## src/ir_flow_consts.svh

```systemverilog
// Summary of operation
// - photodetect crossing wakes from low power
// - reset also wakes into normal operation
// - ten seconds idle re-enters low power
// - open-collector output shows handler activity
// - link rate fixed at 9.6 kbaud
// - host buffer holds at most 29 bytes
// - clear-to-send high at 23 buffered bytes
// - infrared receive blocks at most 64 bytes
// - eight overhead bytes per packet
// - half duplex, never transmit while receiving
// - wait one bit time before transmitting
// - fixed identification string ends with revision
// - disconnected, discovery, connected in order
// - idle disconnected: stop oscillator, flag low
// - accept six more bytes after clear-to-send
`ifndef IR_FLOW_CONSTS_SVH
`define IR_FLOW_CONSTS_SVH
`define CLK_HZ          100000000
`define IDLE_SECONDS    10
`define BAUD_RATE       9600
`define BIT_CYCLES      (`CLK_HZ / `BAUD_RATE)
`define HOST_BUF_BYTES  29
`define CTS_RAISE_BYTES 23
`define CTS_SLACK_BYTES 6
`define IR_BLOCK_BYTES  64
`define MIN_FRAME_BYTES 6
`define OVERHEAD_BYTES  8
`define ID_REVISION     16'h3030 // arbitrary revision characters
`endif

```

## src/ir_flow_pkg.sv

```systemverilog
package ir_flow_pkg;
	typedef enum logic [1:0] {
		disconnected_poll_state  = 2'b00,
		discovery_state          = 2'b01,
		connected_exchange_state = 2'b10,
		low_power_state          = 2'b11
	} link_state_t;
endpackage : ir_flow_pkg

```

## src/ir_byte_fifo.sv

```systemverilog
module ir_byte_fifo #(
	parameter int WIDTH = 8,
	parameter int DEPTH = 4
) (
	input  wire logic             clk_in,
	input  wire logic             reset_in,
	input  wire logic [WIDTH-1:0] wr_data_in,
	input  wire logic             wr_valid_in,
	output logic                  wr_ready_out,
	output logic [WIDTH-1:0]      rd_data_out,
	output logic                  rd_valid_out,
	input  wire logic             rd_ready_in
);
	localparam int AW = $clog2(DEPTH);
	logic [WIDTH-1:0] mem [DEPTH];
	logic [AW-1:0]    wr_ptr;
	logic [AW-1:0]    rd_ptr;
	logic [AW:0]      count;
	logic             push;
	logic             pop;

	// honest flags from the occupancy count
	assign wr_ready_out = (count < (AW+1)'(DEPTH));
	assign rd_valid_out = (count != '0);
	assign rd_data_out  = mem[rd_ptr];
	assign push         = wr_valid_in && wr_ready_out;
	assign pop          = rd_valid_out && rd_ready_in;

	// storage write
	always_ff @(posedge clk_in) begin
		if (push) begin
			mem[wr_ptr] <= wr_data_in;
		end
	end

	// pointers and count
	always_ff @(posedge clk_in) begin
		if (reset_in) begin
			wr_ptr <= '0;
			rd_ptr <= '0;
			count  <= '0;
		end else begin
			if (push) begin
				wr_ptr <= (32'(wr_ptr) == DEPTH - 1) ? '0 : wr_ptr + 1'b1;
			end
			if (pop) begin
				rd_ptr <= (32'(rd_ptr) == DEPTH - 1) ? '0 : rd_ptr + 1'b1;
			end
			count <= count + (AW+1)'(push) - (AW+1)'(pop);
		end
	end
endmodule : ir_byte_fifo

```

## src/ir_secondary_power_and_flow.sv

```systemverilog
`include "ir_flow_consts.svh"
module ir_secondary_power_and_flow #(
	parameter int IDLE_CYCLES = `CLK_HZ * `IDLE_SECONDS
) (
	input  wire logic       clk_in,
	input  wire logic       reset_in,
	input  wire logic       photodetect_in,
	input  wire logic       photodetect_reference_in,
	input  wire logic       ir_rx_active_in,
	input  wire logic       discovery_done_in,
	input  wire logic       link_closed_in,
	input  wire logic       host_rts_in,
	input  wire logic [7:0] host_data_in,
	input  wire logic       host_valid_in,
	output logic            host_ready_out,
	input  wire logic       ir_tx_request_in,
	output logic            ir_tx_grant_out,
	output logic [7:0]      ir_payload_out,
	output logic            ir_payload_valid_out,
	input  wire logic       ir_payload_ready_in,
	input  wire logic       ir_drain_in,
	output logic            host_cts_out,
	output logic            protocol_active_out,
	output logic            protocol_active_oe_out,
	output logic            oscillator_enable_out,
	output logic            link_up_out,
	output logic [1:0]      link_state_out,
	output logic [15:0]     device_revision_out
);
	ir_flow_pkg::link_state_t state;
	ir_flow_pkg::link_state_t next_state;
	logic [31:0] idle_count;
	logic [5:0]  host_fill;
	logic [15:0] turn_count;
	logic        activity;
	logic        idle_expired;
	logic        fifo_ready;
	logic        host_push;
	logic        host_pop;
	logic        cts;
	logic        leaving;
	logic [6:0]  packet_len;

	// room test shared by the host handshake and the fifo write
	function automatic logic host_has_room(input logic [5:0] fill);
		return fill < 6'(`HOST_BUF_BYTES);
	endfunction : host_has_room

	// state test shared by timer, grant and guards
	function automatic logic is_asleep(input ir_flow_pkg::link_state_t s);
		return s == ir_flow_pkg::low_power_state;
	endfunction : is_asleep

	// comparator output stands in for the analog crossing
	assign activity     = (photodetect_in ^ photodetect_reference_in) | ir_rx_active_in;
	assign idle_expired = (idle_count >= 32'(IDLE_CYCLES) - 32'h1);
	assign leaving      = (state != next_state);

	always_ff @(posedge clk_in) begin
		if (reset_in || activity || is_asleep(state) || leaving) begin
			idle_count <= '0; // each phase gets its own full idle span
		end else if (!idle_expired) begin
			idle_count <= idle_count + 32'h1;
		end
	end

	always_comb begin
		next_state = state;
		case (state)
			ir_flow_pkg::low_power_state: begin
				if (activity) begin
					next_state = ir_flow_pkg::disconnected_poll_state;
				end
			end
			ir_flow_pkg::disconnected_poll_state: begin
				if (idle_expired) begin
					next_state = ir_flow_pkg::low_power_state;
				end else if (discovery_done_in) begin
					next_state = ir_flow_pkg::discovery_state;
				end
			end
			ir_flow_pkg::discovery_state: begin
				if (idle_expired) begin
					next_state = ir_flow_pkg::disconnected_poll_state;
				end else if (discovery_done_in) begin
					next_state = ir_flow_pkg::connected_exchange_state;
				end
			end
			ir_flow_pkg::connected_exchange_state: begin
				if (link_closed_in || idle_expired) begin
					next_state = ir_flow_pkg::disconnected_poll_state;
				end
			end
			default: next_state = ir_flow_pkg::disconnected_poll_state;
		endcase
	end

	// reset wakes; idle sleep via timer
	always_ff @(posedge clk_in) begin
		if (reset_in) begin
			state <= ir_flow_pkg::disconnected_poll_state;
		end else begin
			state <= next_state;
		end
	end

	assign protocol_active_out    = 1'b0;
	assign protocol_active_oe_out = (state == ir_flow_pkg::low_power_state);
	assign oscillator_enable_out  = (state != ir_flow_pkg::low_power_state);
	assign link_state_out         = state;
	assign device_revision_out    = `ID_REVISION;

	// registered link flag
	always_ff @(posedge clk_in) begin
		if (reset_in) begin
			link_up_out <= 1'b0;
		end else begin
			link_up_out <= (next_state == ir_flow_pkg::connected_exchange_state);
		end
	end

	assign host_push      = host_valid_in && host_ready_out;
	assign host_pop       = ir_drain_in && host_fill != '0;
	// slack bytes still taken after cts
	assign host_ready_out = host_has_room(host_fill) && fifo_ready;

	always_ff @(posedge clk_in) begin
		if (reset_in) begin
			host_fill <= '0;
		end else begin
			host_fill <= host_fill + 6'(host_push) - 6'(host_pop);
		end
	end

	// raise at 23; outside connected the host is held off
	assign cts = (host_fill >= 6'(`CTS_RAISE_BYTES))
		|| (state != ir_flow_pkg::connected_exchange_state);
	always_ff @(posedge clk_in) begin
		if (reset_in) begin
			host_cts_out <= 1'b1;
		end else begin
			host_cts_out <= cts;
		end
	end

	// eight overhead bytes ride with each host block
	assign packet_len = 7'(host_fill) + 7'(`OVERHEAD_BYTES);

	// bit time from the fixed link rate
	// transmit only after receive idles; one bit time gap
	always_ff @(posedge clk_in) begin
		if (reset_in || ir_rx_active_in) begin
			turn_count <= 16'(`BIT_CYCLES);
		end else if (turn_count != '0) begin
			turn_count <= turn_count - 16'h1;
		end
	end
	assign ir_tx_grant_out = ir_tx_request_in && !ir_rx_active_in && turn_count == '0
		&& !is_asleep(state);

	// small staging fifo between host and packetiser
	ir_byte_fifo #(.WIDTH(8), .DEPTH(4)) u_fifo (
		.clk_in       (clk_in),
		.reset_in     (reset_in),
		.wr_data_in   (host_data_in),
		.wr_valid_in  (host_valid_in && host_has_room(host_fill)),
		.wr_ready_out (fifo_ready),
		.rd_data_out  (ir_payload_out),
		.rd_valid_out (ir_payload_valid_out),
		.rd_ready_in  (ir_payload_ready_in)
	);

	// guards on this block's own state and outputs, all on the device clock
	// threshold raises cts
	a_cts_threshold: assert property (
		@(posedge clk_in) disable iff (reset_in)
		host_fill >= 6'(`CTS_RAISE_BYTES) |=> host_cts_out
	) else $error("cts low at threshold");

	a_buffer_limit: assert property (
		@(posedge clk_in) disable iff (reset_in)
		host_fill <= 6'(`HOST_BUF_BYTES)
	) else $error("host buffer overfilled");

	a_half_duplex: assert property (
		@(posedge clk_in) disable iff (reset_in)
		ir_rx_active_in |-> !ir_tx_grant_out
	) else $error("tx during rx");

	a_turn_gap: assert property (
		@(posedge clk_in) disable iff (reset_in)
		$fell(ir_rx_active_in) |-> !ir_tx_grant_out [*8]
	) else $error("turnaround short");

	a_wake_photo: assert property (
		@(posedge clk_in) disable iff (reset_in)
		is_asleep(state) && activity |=> oscillator_enable_out
	) else $error("no wake on crossing");

	a_reset_wake: assert property (
		@(posedge clk_in)
		reset_in |=> state == ir_flow_pkg::disconnected_poll_state
	) else $error("reset did not wake");

	a_sleep_flag: assert property (
		@(posedge clk_in) disable iff (reset_in)
		!oscillator_enable_out |-> protocol_active_oe_out
	) else $error("flag not low asleep");

	a_idle_restart: assert property (
		@(posedge clk_in) disable iff (reset_in)
		activity |=> idle_count == 32'h0
	) else $error("timer not restarted");

	a_ready_full: assert property (
		@(posedge clk_in) disable iff (reset_in)
		host_fill == 6'(`HOST_BUF_BYTES) |-> !host_ready_out
	) else $error("ready while full");

	a_fill_hold: assert property (
		@(posedge clk_in) disable iff (reset_in)
		!host_push && !host_pop |=> $stable(host_fill)
	) else $error("fill moved without traffic");

	a_fill_step: assert property (
		@(posedge clk_in) disable iff (reset_in)
		host_push && !host_pop |=> host_fill == 6'($past(host_fill) + 6'h1)
	) else $error("fill step wrong");

	a_slack_room: assert property (
		@(posedge clk_in) disable iff (reset_in)
		host_fill >= 6'(`CTS_RAISE_BYTES) && host_has_room(host_fill) && fifo_ready
		|-> host_ready_out
	) else $error("slack byte refused");

	a_cts_low: assert property (
		@(posedge clk_in) disable iff (reset_in)
		state == ir_flow_pkg::connected_exchange_state
		&& host_fill < 6'(`CTS_RAISE_BYTES) |=> !host_cts_out
	) else $error("cts stuck high");

	a_cts_held: assert property (
		@(posedge clk_in) disable iff (reset_in)
		state != ir_flow_pkg::connected_exchange_state |=> host_cts_out
	) else $error("cts low outside exchange");

	a_osc_sleep: assert property (
		@(posedge clk_in) disable iff (reset_in)
		is_asleep(state) |-> !oscillator_enable_out
	) else $error("oscillator on asleep");

	a_oe_awake: assert property (
		@(posedge clk_in) disable iff (reset_in)
		oscillator_enable_out |-> !protocol_active_oe_out
	) else $error("flag pulled low awake");

	a_grant_sleep: assert property (
		@(posedge clk_in) disable iff (reset_in)
		!oscillator_enable_out |-> !ir_tx_grant_out
	) else $error("grant while asleep");

	a_turn_reload: assert property (
		@(posedge clk_in) disable iff (reset_in)
		ir_rx_active_in |=> turn_count == 16'(`BIT_CYCLES)
	) else $error("turnaround not reloaded");

	a_turn_count: assert property (
		@(posedge clk_in) disable iff (reset_in)
		!ir_rx_active_in && turn_count != 16'h0
		|=> turn_count == $past(turn_count) - 16'h1
	) else $error("turnaround count skipped");

	a_grant_ready: assert property (
		@(posedge clk_in) disable iff (reset_in)
		ir_tx_request_in && !ir_rx_active_in && turn_count == 16'h0 && !is_asleep(state)
		|-> ir_tx_grant_out
	) else $error("grant withheld");

	a_order_poll: assert property (
		@(posedge clk_in) disable iff (reset_in)
		state == ir_flow_pkg::disconnected_poll_state |=> state inside
		{ir_flow_pkg::disconnected_poll_state, ir_flow_pkg::discovery_state,
		ir_flow_pkg::low_power_state}
	) else $error("polling skipped a phase");

	a_order_disc: assert property (
		@(posedge clk_in) disable iff (reset_in)
		state == ir_flow_pkg::discovery_state |=> state inside
		{ir_flow_pkg::discovery_state, ir_flow_pkg::connected_exchange_state,
		ir_flow_pkg::disconnected_poll_state}
	) else $error("discovery left wrongly");

	a_order_conn: assert property (
		@(posedge clk_in) disable iff (reset_in)
		state == ir_flow_pkg::connected_exchange_state |=> state inside
		{ir_flow_pkg::connected_exchange_state, ir_flow_pkg::disconnected_poll_state}
	) else $error("exchange left wrongly");

	a_sleep_entry: assert property (
		@(posedge clk_in) disable iff (reset_in)
		state == ir_flow_pkg::disconnected_poll_state && idle_expired |=> is_asleep(state)
	) else $error("idle poll did not sleep");

	a_idle_exit: assert property (
		@(posedge clk_in) disable iff (reset_in)
		state == ir_flow_pkg::connected_exchange_state && idle_expired
		|=> state == ir_flow_pkg::disconnected_poll_state
	) else $error("idle exchange held");

	a_stay_asleep: assert property (
		@(posedge clk_in) disable iff (reset_in)
		is_asleep(state) && !activity |=> is_asleep(state)
	) else $error("woke without activity");

	a_link_flag: assert property (
		@(posedge clk_in) disable iff (reset_in)
		link_up_out == (state == ir_flow_pkg::connected_exchange_state)
	) else $error("link flag wrong");

	a_packet_fits: assert property (
		@(posedge clk_in) disable iff (reset_in)
		packet_len <= 7'(`IR_BLOCK_BYTES)
	) else $error("packet exceeds block");
endmodule : ir_secondary_power_and_flow

```

## config.mk

```make
export PLATFORM = sky130hd
export DESIGN_NAME = ir_secondary_power_and_flow
export DESIGN_NICKNAME = d
export VERILOG_FILES = /design/src/ir_flow_pkg.sv /design/src/ir_byte_fifo.sv /design/src/ir_secondary_power_and_flow.sv
export VERILOG_INCLUDE_DIRS = /design/src
export SDC_FILE = /design/constraint.sdc
export NUM_CORES = 1
export LEC_CHECK = 0
export BUFFER_PORTS_ARGS = -buffer_cell sky130_fd_sc_hd__buf_2
export CORE_MARGIN = 2
export CORE_UTILIZATION = 58
export DETAILED_ROUTE_END_ITERATION = 8
export PLACE_DENSITY = 0.81
export SLEW_MARGIN = 20
export SYNTH_ARGS = -nofsm -noshare
export SYNTH_HDL_FRONTEND = slang
export SYNTH_SLANG_ARGS = --single-unit
```

## constraint.sdc

```tcl
create_clock -name clk_in -period 3.5 [get_ports clk_in]
set_input_delay 0.7 -clock clk_in [delete_from_list [all_inputs] [get_ports clk_in]]
set_output_delay 0.7 -clock clk_in [all_outputs]
set_load 0.02 [all_outputs]
```

After elaboration in Yosys (flattened, before gate mapping)
Memory sizes are Yosys's and may differ from the RTL's. A register that Yosys moved wholly into a read port is not among the register bits.
Index checks and enable logic that the tools add are counted.
- flip-flop bits (word level): 65
- bits in writable memories: 32
- bits of input ports: 20
- output and inout bits: 34
- word-level logic and storage cells: 68
- memories kept: 1
- $add $sub $neg: 8
- magnitude comparators: 4
- equal/unequal tests: 9
- multiplexer cells: 13
- bitwise operators: 2
- reductions and logical operators: 22
- memories (name ; depth ; width ; read ports ; clocked after Yosys merged registers in ; write ports ; line ; source):
    u_fifo.mem ; 4 ; 8 ; 1 ; 1 ; 1 ; ir_byte_fifo.sv:15 ; logic [WIDTH-1:0] mem [DEPTH];
- operators by type and width (kind ; count):
    $add A32 B1 Y32 const B ; 1
    $ge A32 B30 Y1 const B ; 1
    $mux W2 ; 10
    $logic_not A16 Y1 ; 1
    $reduce_bool A16 Y1 ; 1
    $sub A16 B1 Y16 const B ; 1
    $eq A2 B2 Y1 const B ; 5
    $logic_and A1 B1 Y1 ; 9
    $pmux W2 S4 ; 1
    $add A6 B1 Y6 ; 1
    $ge A6 B5 Y1 const B ; 1
    $logic_or A1 B1 Y1 ; 6
    $lt A6 B5 Y1 const B ; 1
    $reduce_bool A6 Y1 ; 1
    $sub A6 B1 Y6 ; 1
    $add A2 B1 Y2 const B ; 2
    $ne A2 B2 Y1 const B ; 2
    $add A3 B1 Y3 ; 1
    $lt A3 B3 Y1 const B ; 1
    $reduce_bool A3 Y1 ; 1
    $sub A3 B1 Y3 ; 1
    $eq A2 B1 Y1 const B ; 1
    $logic_not A1 Y1 ; 2
    $logic_not A2 Y1 ; 1
    other kinds (4) ; 5

Logic depth before layout (Yosys ltp)
Gate-level depths: netlist of run 1.
- depth after elaboration: 6
- gate-level depth with buffers: 14
- gate-level depth less buffers: 14

By module
From an unflattened synthesis of run 1, not the netlist that was laid out.
- cells, all modules: 462
- area, all modules: 4757.1 µm²
- modules (own cells, without submodules) (module ; instances ; cells an instance ; area an instance (µm²) ; sequential area each (µm²)):
    ir_secondary_power_and_flow ; 1 ; 372 ; 3140.5 ; 1161.1
    ir_byte_fifo ; 1 ; 90 ; 1616.6 ; 1141.1

Worst setup path before layout of run 1
OpenSTA, ideal clock, no wires.
- path kind: register -> output
- start point: register turn_count[6]
- end point: output ir_tx_grant_out
- arrival: 2.281 ns
- data required time: 2.800 ns
- path slack: 0.519 ns
- cell stages (with the launch flop): 6
- buffers on the path: 1
- path through: dfxtp_1 or4_4 nor4_4 buf_2 nand2_1 nor4b_1
- word-level cells in the longest chain between the ends: 3
- RTL lines (element ; line ; source):
    start: declaration ; ir_secondary_power_and_flow.sv:34 ; logic [15:0] turn_count;
    start signal: assignment ; ir_secondary_power_and_flow.sv:153 ; turn_count <= 16'(`BIT_CYCLES);
    start signal: assignment ; ir_secondary_power_and_flow.sv:155 ; turn_count <= turn_count - 16'h1;
    $logic_not A16 Y1 ; ir_secondary_power_and_flow.sv:158 ; assign ir_tx_grant_out = ir_tx_request_in && !ir_rx_active_in && turn_count == '0
    $logic_and A1 B1 Y1 ; ir_secondary_power_and_flow.sv:158 ;
    $logic_and A1 B1 Y1 ; ir_secondary_power_and_flow.sv:159 ; && !is_asleep(state);
    end: declaration ; ir_secondary_power_and_flow.sv:17 ; output logic ir_tx_grant_out,
No other way between the ends.

Worst setup path after layout of run 1
- start point: register turn_count[0]
- end point: output ir_tx_grant_out
Same word-level chain as after synthesis.

==> results.toml, run 1 <==
[worst_hold_path]
hold_path.class = "reg2reg"
worstHoldPathCells = 1
hp-start = "idle_count[0]"
min_to = "idle_count[0]"

[floorplan]
rows = 33
start_util_pct = 59.2
dieWidth_um = 95.1
dieArea_um2 = 9040
die_height_um = 95.1
pin_count = 54
fp.coreArea_um2 = 8130

[yosys]
ys_seq_area_share_pct = 47.8
ys_types = 60
synth_seq_cells = 99
syn-instance-count = 455
synth_edf_count = 32
synth_ff_type = "dfxtp_1"
avgSynthCellArea_um2 = 10.6
yosysWarnings = 0
async_flop_share_pct = 0
synth_area_um2 = 4810

[timing]
fin_crit_sh_pct = 91.0
final-setup-viol-count = 0
setup_tns_ps = 0
max-slew-margin-rel_pct = 46.5
rsz0062_at_grt = "no"
maxSlewViolCount = 0
fin_hold_ws_ps = 449
fin_skew_ps = 10.2
worstMarginPinSlew_ps = 800
hold_violations = 0
fmax_mhz = 314
final.min_clock_period_ps = 3180

[detailed_routing]
drc = 0
first_iter_violations = 146
post_drt_wl_per_cell_um = 14.2
first_pass_iters = 4
vias_per_cell = 5.50
finalWirelength_mm = 8.52
vias = 3293
antenna_left = 0

[pwr]
p_leak_nw = 1.87
switching_share_pct = 31.8
pwr-share-comb_pct = 25.2
seq_power_share_pct = 47.8
vdd_drop_max_mv = 0.281
power_mw = 2.90
power_density_nw_per_um2 = 554
p_clk_share_pct = 27.0
p_int_mw = 1.98
p_sw_mw = 0.923

[layout]
antenna_cells = 0
area_growth_pct = 8.81
drive_gt1_share_pct = 17.8
utilization_pct = 64.4
multiInputGateArea_um2 = 2280
seqCellArea_um2 = 2300
nNetsFinal = 530
fillers = 657

[grt]
gr-usage-all-layers_pct = 20.1
antenna_found_initial = 0
grt_overflow = 0
met2_usage_pct = 36.8
grtUsageMet1_pct = 23.8
grt_util_met3_pct = 3.72
grt_max_degree = 25
grt_pass1_wl_mm = 14.3
grt.busiest_layer = "met2"
grt_pass1_vias = 3225

[worst_setup_path]
worstSetupPathType = "reg2out"
reg2reg_slack_ps = 510
r2r-end = "host_fill[5]"
crit_path_cell_trace = "inv_1 -> ha_1 -> or3b_1 -> nor3_1 -> nand2_1 -> nor4b_1 -> buf_2"
cp-start-kind = "flop"
required_ps = 2800
reg2reg_from = "host_fill[1]"
path_max_fanout = 9
slowest_stage = "or3b_1"
critPathMaxStageDelay_ps = 440
arrival_ps = 2480
reg2reg_depth = 11
cp-end-kind = "output port"

[run_status]
outcome = "complete, no violations"

[clock_network]
cts_tree = "built"
clk_pin_slew_ps = 110
root_buffer = "clkbuf_8"
htreeDepth = 3
cts_resized = 0
cts-buffers-inserted = 9
clk_latency_ps = 370
ctsHoldBuffers = 0
cts.sinks = 99
cts_setup_buffers = 0
cts.path.max_buffers = 2

[placed_design]
dp_hpwl_mm = 6.26
io_buffers = 35
gp_congestion = 0.783

[flow_run]
maxCapViolCount = 0
==> kinds of logic after synthesis <==
| group | count (synthesis) | synth area share [%] |
|---|---|---|
| simple gates | 173 | 20.6 |
| flops | 99 | 47.8 |
| buf+inv | 60 | 6.21 |
| compound gates | 51 | 7.93 |
| xor+xnor | 33 | 6.01 |
| fa+ha+maj | 21 | 5.77 |
| mux | 16 | 5.46 |
| other cells | 2 | 0.156 |
==> flip-flops by register name, indices dropped and copies added (netlist names), named ones only <==
| signal | flops |
|---|---|
| host_fill | 6 |
| u_fifo.count | 3 |
| u_fifo.mem | 32 |
| idle_count | 32 |
| turn_count | 16 |
| host_cts_out | 1 |
| link_state_out | 2 |
| u_fifo.rd_ptr | 2 |
| link_up_out | 1 |
| u_fifo.wr_ptr | 2 |
==> power by group through the flow <==
| stage | sequential, mW | combinational [mW] | clock [mW] |
|---|---|---|---|
| 3_3_place_gp | 1.41 | 0.706 | 0 |
| 3_5_place_dp | 1.42 | 0.735 | 0 |
| 5_1_grt | 1.40 | 0.825 | 0.844 |
| 4_1_cts | 1.39 | 0.741 | 0.802 |
| 2_1_floorplan | 1.38 | 0.605 | 0 |
| 6_report | 1.39 | 0.731 | 0.783 |
==> cells in the final DEF (no fill, tap or decap), drive strengths merged, types with 9 or more instances in the layout <==
cell	instances
dfxtp	67
nor2	45
buf	38
edfxtp	32
inv	31
nand2	24
xnor2	23
a21oi	21
ha	19
conb	19
nand3	15
and3	12
nand4	12
xor2	10
nor3	10
clkbuf	9
==> layout make-up <==
cell class                 instances  share of cell area (%)
sequential                        99                    44.0
multi-input combinational        313                    43.5
timing repair buffer              38                    3.78
clock inverter                     7                    1.84
tap                              105                    2.51
inverter                          28                    2.01
clock buffer                       9                    2.37
==> cells in the mapped netlist (all sizes together) (4+ instances only) <==
library cell / count / area share (%)
buf: 22 / 3.3
xnor2: 23 / 4.2
a21oi: 21 / 2.2
ha: 19 / 4.9
nor4: 8 / 1.9
clkbuf: 10 / 0.78
nand3: 15 / 1.6
nand2: 24 / 1.9
a2111oi: 5 / 1.8
or2: 5 / 0.65
and3: 12 / 1.6
o21ai: 5 / 0.52
nor3: 10 / 1.1
nand4: 12 / 1.7
nor2b: 4 / 0.52
nor2: 45 / 3.5
nand2b: 5 / 0.65
or4: 4 / 0.78
xor2: 10 / 1.8
a211oi: 4 / 0.62
edfxtp: 32 / 20
nand3b: 8 / 1.2
dfxtp: 67 / 28
mux2i: 6 / 1.2
mux4: 8 / 3.7
inv: 28 / 2.2
or3: 8 / 1.1
==> per-layer routing <==
layer	vias to the layer above	part of all wire, %
met5	-	0
met4	0	1.3
met3	11	3.6
met2	62	51
met1	1567	44
li1	1653	-
==> worst max-delay path by stage <==
stage	start	to	slack, ps	depth (start not counted)
after floorplan	turn_count[6]	ir_tx_grant_out	520	5
after global placement	reset_in	idle_count[29]	520	6
after detailed placement	host_fill[1]	host_fill[5]	510	11
after CTS	turn_count[0]	ir_tx_grant_out	290	7
after global routing	turn_count[0]	ir_tx_grant_out	110	7
final	turn_count[0]	ir_tx_grant_out	320	7
==> through the flow <==
| step | setup slack, ps | cells | instance area [um2] |
|---|---|---|---|
| after CTS | 293 | 599 | 5240 |
| final | 316 | 599 | 5240 |
| after global routing | 113 | 599 | 5240 |
| after global placement | 517 | 583 | 5020 |
| after floorplan | 519 | 472 | 4880 |
| after detailed placement | 508 | 583 | 5020 |
==> worst max-delay path: cells and delay by family, from the launching register on <==
| family | cells | cell delay (ps) |
|---|---|---|
| adders and majority gates | 1 | 410 |
| buffers and inverters | 2 | 290 |
| DFF | 1 | 360 |
| and+or+nand+nor | 4 | 1050 |
No activity file was read; power rests on OpenSTA's default activity.
==> run 2: changes to the inputs <==
--- a/config.mk
+++ b/config.mk
@@ -7,8 +7,10 @@
 export NUM_CORES = 1
 export LEC_CHECK = 0
 export BUFFER_PORTS_ARGS = -buffer_cell sky130_fd_sc_hd__buf_2
+export CELL_PAD_IN_SITES_DETAIL_PLACEMENT = 2
+export CELL_PAD_IN_SITES_GLOBAL_PLACEMENT = 2
 export CORE_MARGIN = 2
-export CORE_UTILIZATION = 58
+export CORE_UTILIZATION = 38
 export DETAILED_ROUTE_END_ITERATION = 8
 export PLACE_DENSITY = 0.81
 export SLEW_MARGIN = 20
==> run 2 against run 1 <==
Compared with the run above: fmax fell by 3.1%; cell count rose by 11%; routed wire length rose by 33%; global-route usage fell by 2.0 points.
==> results.toml, run 2 (synthesized netlist as in run 1, its figures left out) <==
[timing]
setup_tns_ps = 0
max-slew-margin-rel_pct = 42.0
final.min_clock_period_ps = 3290
rsz0062_at_grt = "no"
fmax_mhz = 304
worstMarginPinSlew_ps = 868
maxSlewViolCount = 0
fin_hold_ws_ps = 449
fin_crit_sh_pct = 93.9
fin_skew_ps = 8.26
hold_violations = 0
final-setup-viol-count = 0

[floorplan]
dieWidth_um = 117
pin_count = 54
start_util_pct = 38.6
fp.coreArea_um2 = 12500
dieArea_um2 = 13600
rows = 41
die_height_um = 117

[layout]
multiInputGateArea_um2 = 2280
stdcell_count = 666
seqCellArea_um2 = 2300
layout_commonest_cell = "dfxtp_1"
fin_area_um2 = 5410
antenna_cells = 0
fillers = 1323
top_regs = "idle_count: 32 flops, u_fifo.mem: 32 flops, turn_count: 16 flops"
final_cell_mix = "67 x dfxtp_1, 45 x nor2_1, 35 x buf_2"
area_growth_pct = 12.3
drive_gt1_share_pct = 17.8
nNetsFinal = 530

[grt]
grt_pass1_vias = 3746
antenna_found_initial = 0
gr-usage-all-layers_pct = 18.1
grt_overflow = 0
grt_max_degree = 25
grt_pass1_wl_mm = 19.0

[worst_setup_path]
cp-start-kind = "flop"
required_ps = 2800
cp-end-kind = "output port"
arrival_ps = 2590
worstSetupPathType = "reg2out"
path_max_fanout = 9

[worst_hold_path]
hold_path.class = "reg2reg"

[placed_design]
place_inst = 650
gp_congestion = 0.749
io_buffers = 35
placed_area_um2 = 5100
dp_hpwl_mm = 8.26

[clock_network]
clk_latency_ps = 360
clk_pin_slew_ps = 70
htreeDepth = 3
cts.path.max_buffers = 2
cts_resized = 0
cts-buffers-inserted = 9
root_buffer = "clkbuf_16"
cts_setup_buffers = 0
cts.sinks = 99
cts_tree = "built"
ctsHoldBuffers = 0

[pwr]
power_mw = 3.20
vdd_drop_max_mv = 0.217
p_leak_nw = 1.90
power_density_nw_per_um2 = 592

[flow_run]
maxCapViolCount = 0

[run_status]
outcome = "complete, no violations"

[detailed_routing]
first_iter_violations = 136
first_pass_iters = 4
drc = 0
vias = 3464
finalWirelength_mm = 11.4
vias_per_cell = 5.20
antenna_left = 0
post_drt_wl_per_cell_um = 17.1
run 2: worst paths after layout:
path                            slack, ps  depth (start not counted)              end          start
worst max register to register        410                         11     host_fill[5]   host_fill[1]
worst max-delay path                  210                          7  ir_tx_grant_out  turn_count[0]
worst min-delay path                  450                          1    idle_count[0]  idle_count[0]
worst min register to register        450                          1    idle_count[0]  idle_count[0]
run 2: per-stage QoR:
| step | util, % | setup WS [ps] |
|---|---|---|
| after CTS | 43.3 | 51.6 |
| after global placement | 40.9 | 532 |
| after global routing | 43.4 | 31.7 |
| after detailed placement | 40.9 | 407 |
| final | 43.4 | 213 |
| after floorplan | - | 519 |
run 2: layout make-up:
class,instances,share of cell area (%)
clock buffer,10,4.24
clock inverter,6,1.37
inverter,28,1.94
multi-input combinational,313,42.2
sequential,99,42.6
tap,172,3.98
timing repair buffer,38,3.66
run 2: power breakdown:
| group | internal [mW] | switching, mW | leakage [nW] |
|---|---|---|---|
| Combinational | 0.339 | 0.442 | 0.920 |
| Clock | 0.563 | 0.463 | 0.141 |
| Sequential | 1.30 | 0.0981 | 0.836 |
| Total | 2.20 | 1.00 | 1.90 |
run 2: routing by layer:
layer / track usage [%] / vias up / part of all wire, %
li1: - / 1644 / -
met1: 21.0 / 1762 / 43
met2: 33.4 / 45 / 53
met3: 2.75 / 13 / 2.6
met4: 7.37 / 0 / 1.7
met5: 0 / - / 0
run 2: critical path, stage by stage (launching register included):
cell	delay, ps
dfxtp_1	360
inv_1	80
ha_2	340
or3b_1	450
nor3_1	290
nand2_1	210
nor4b_1	270
buf_2	220
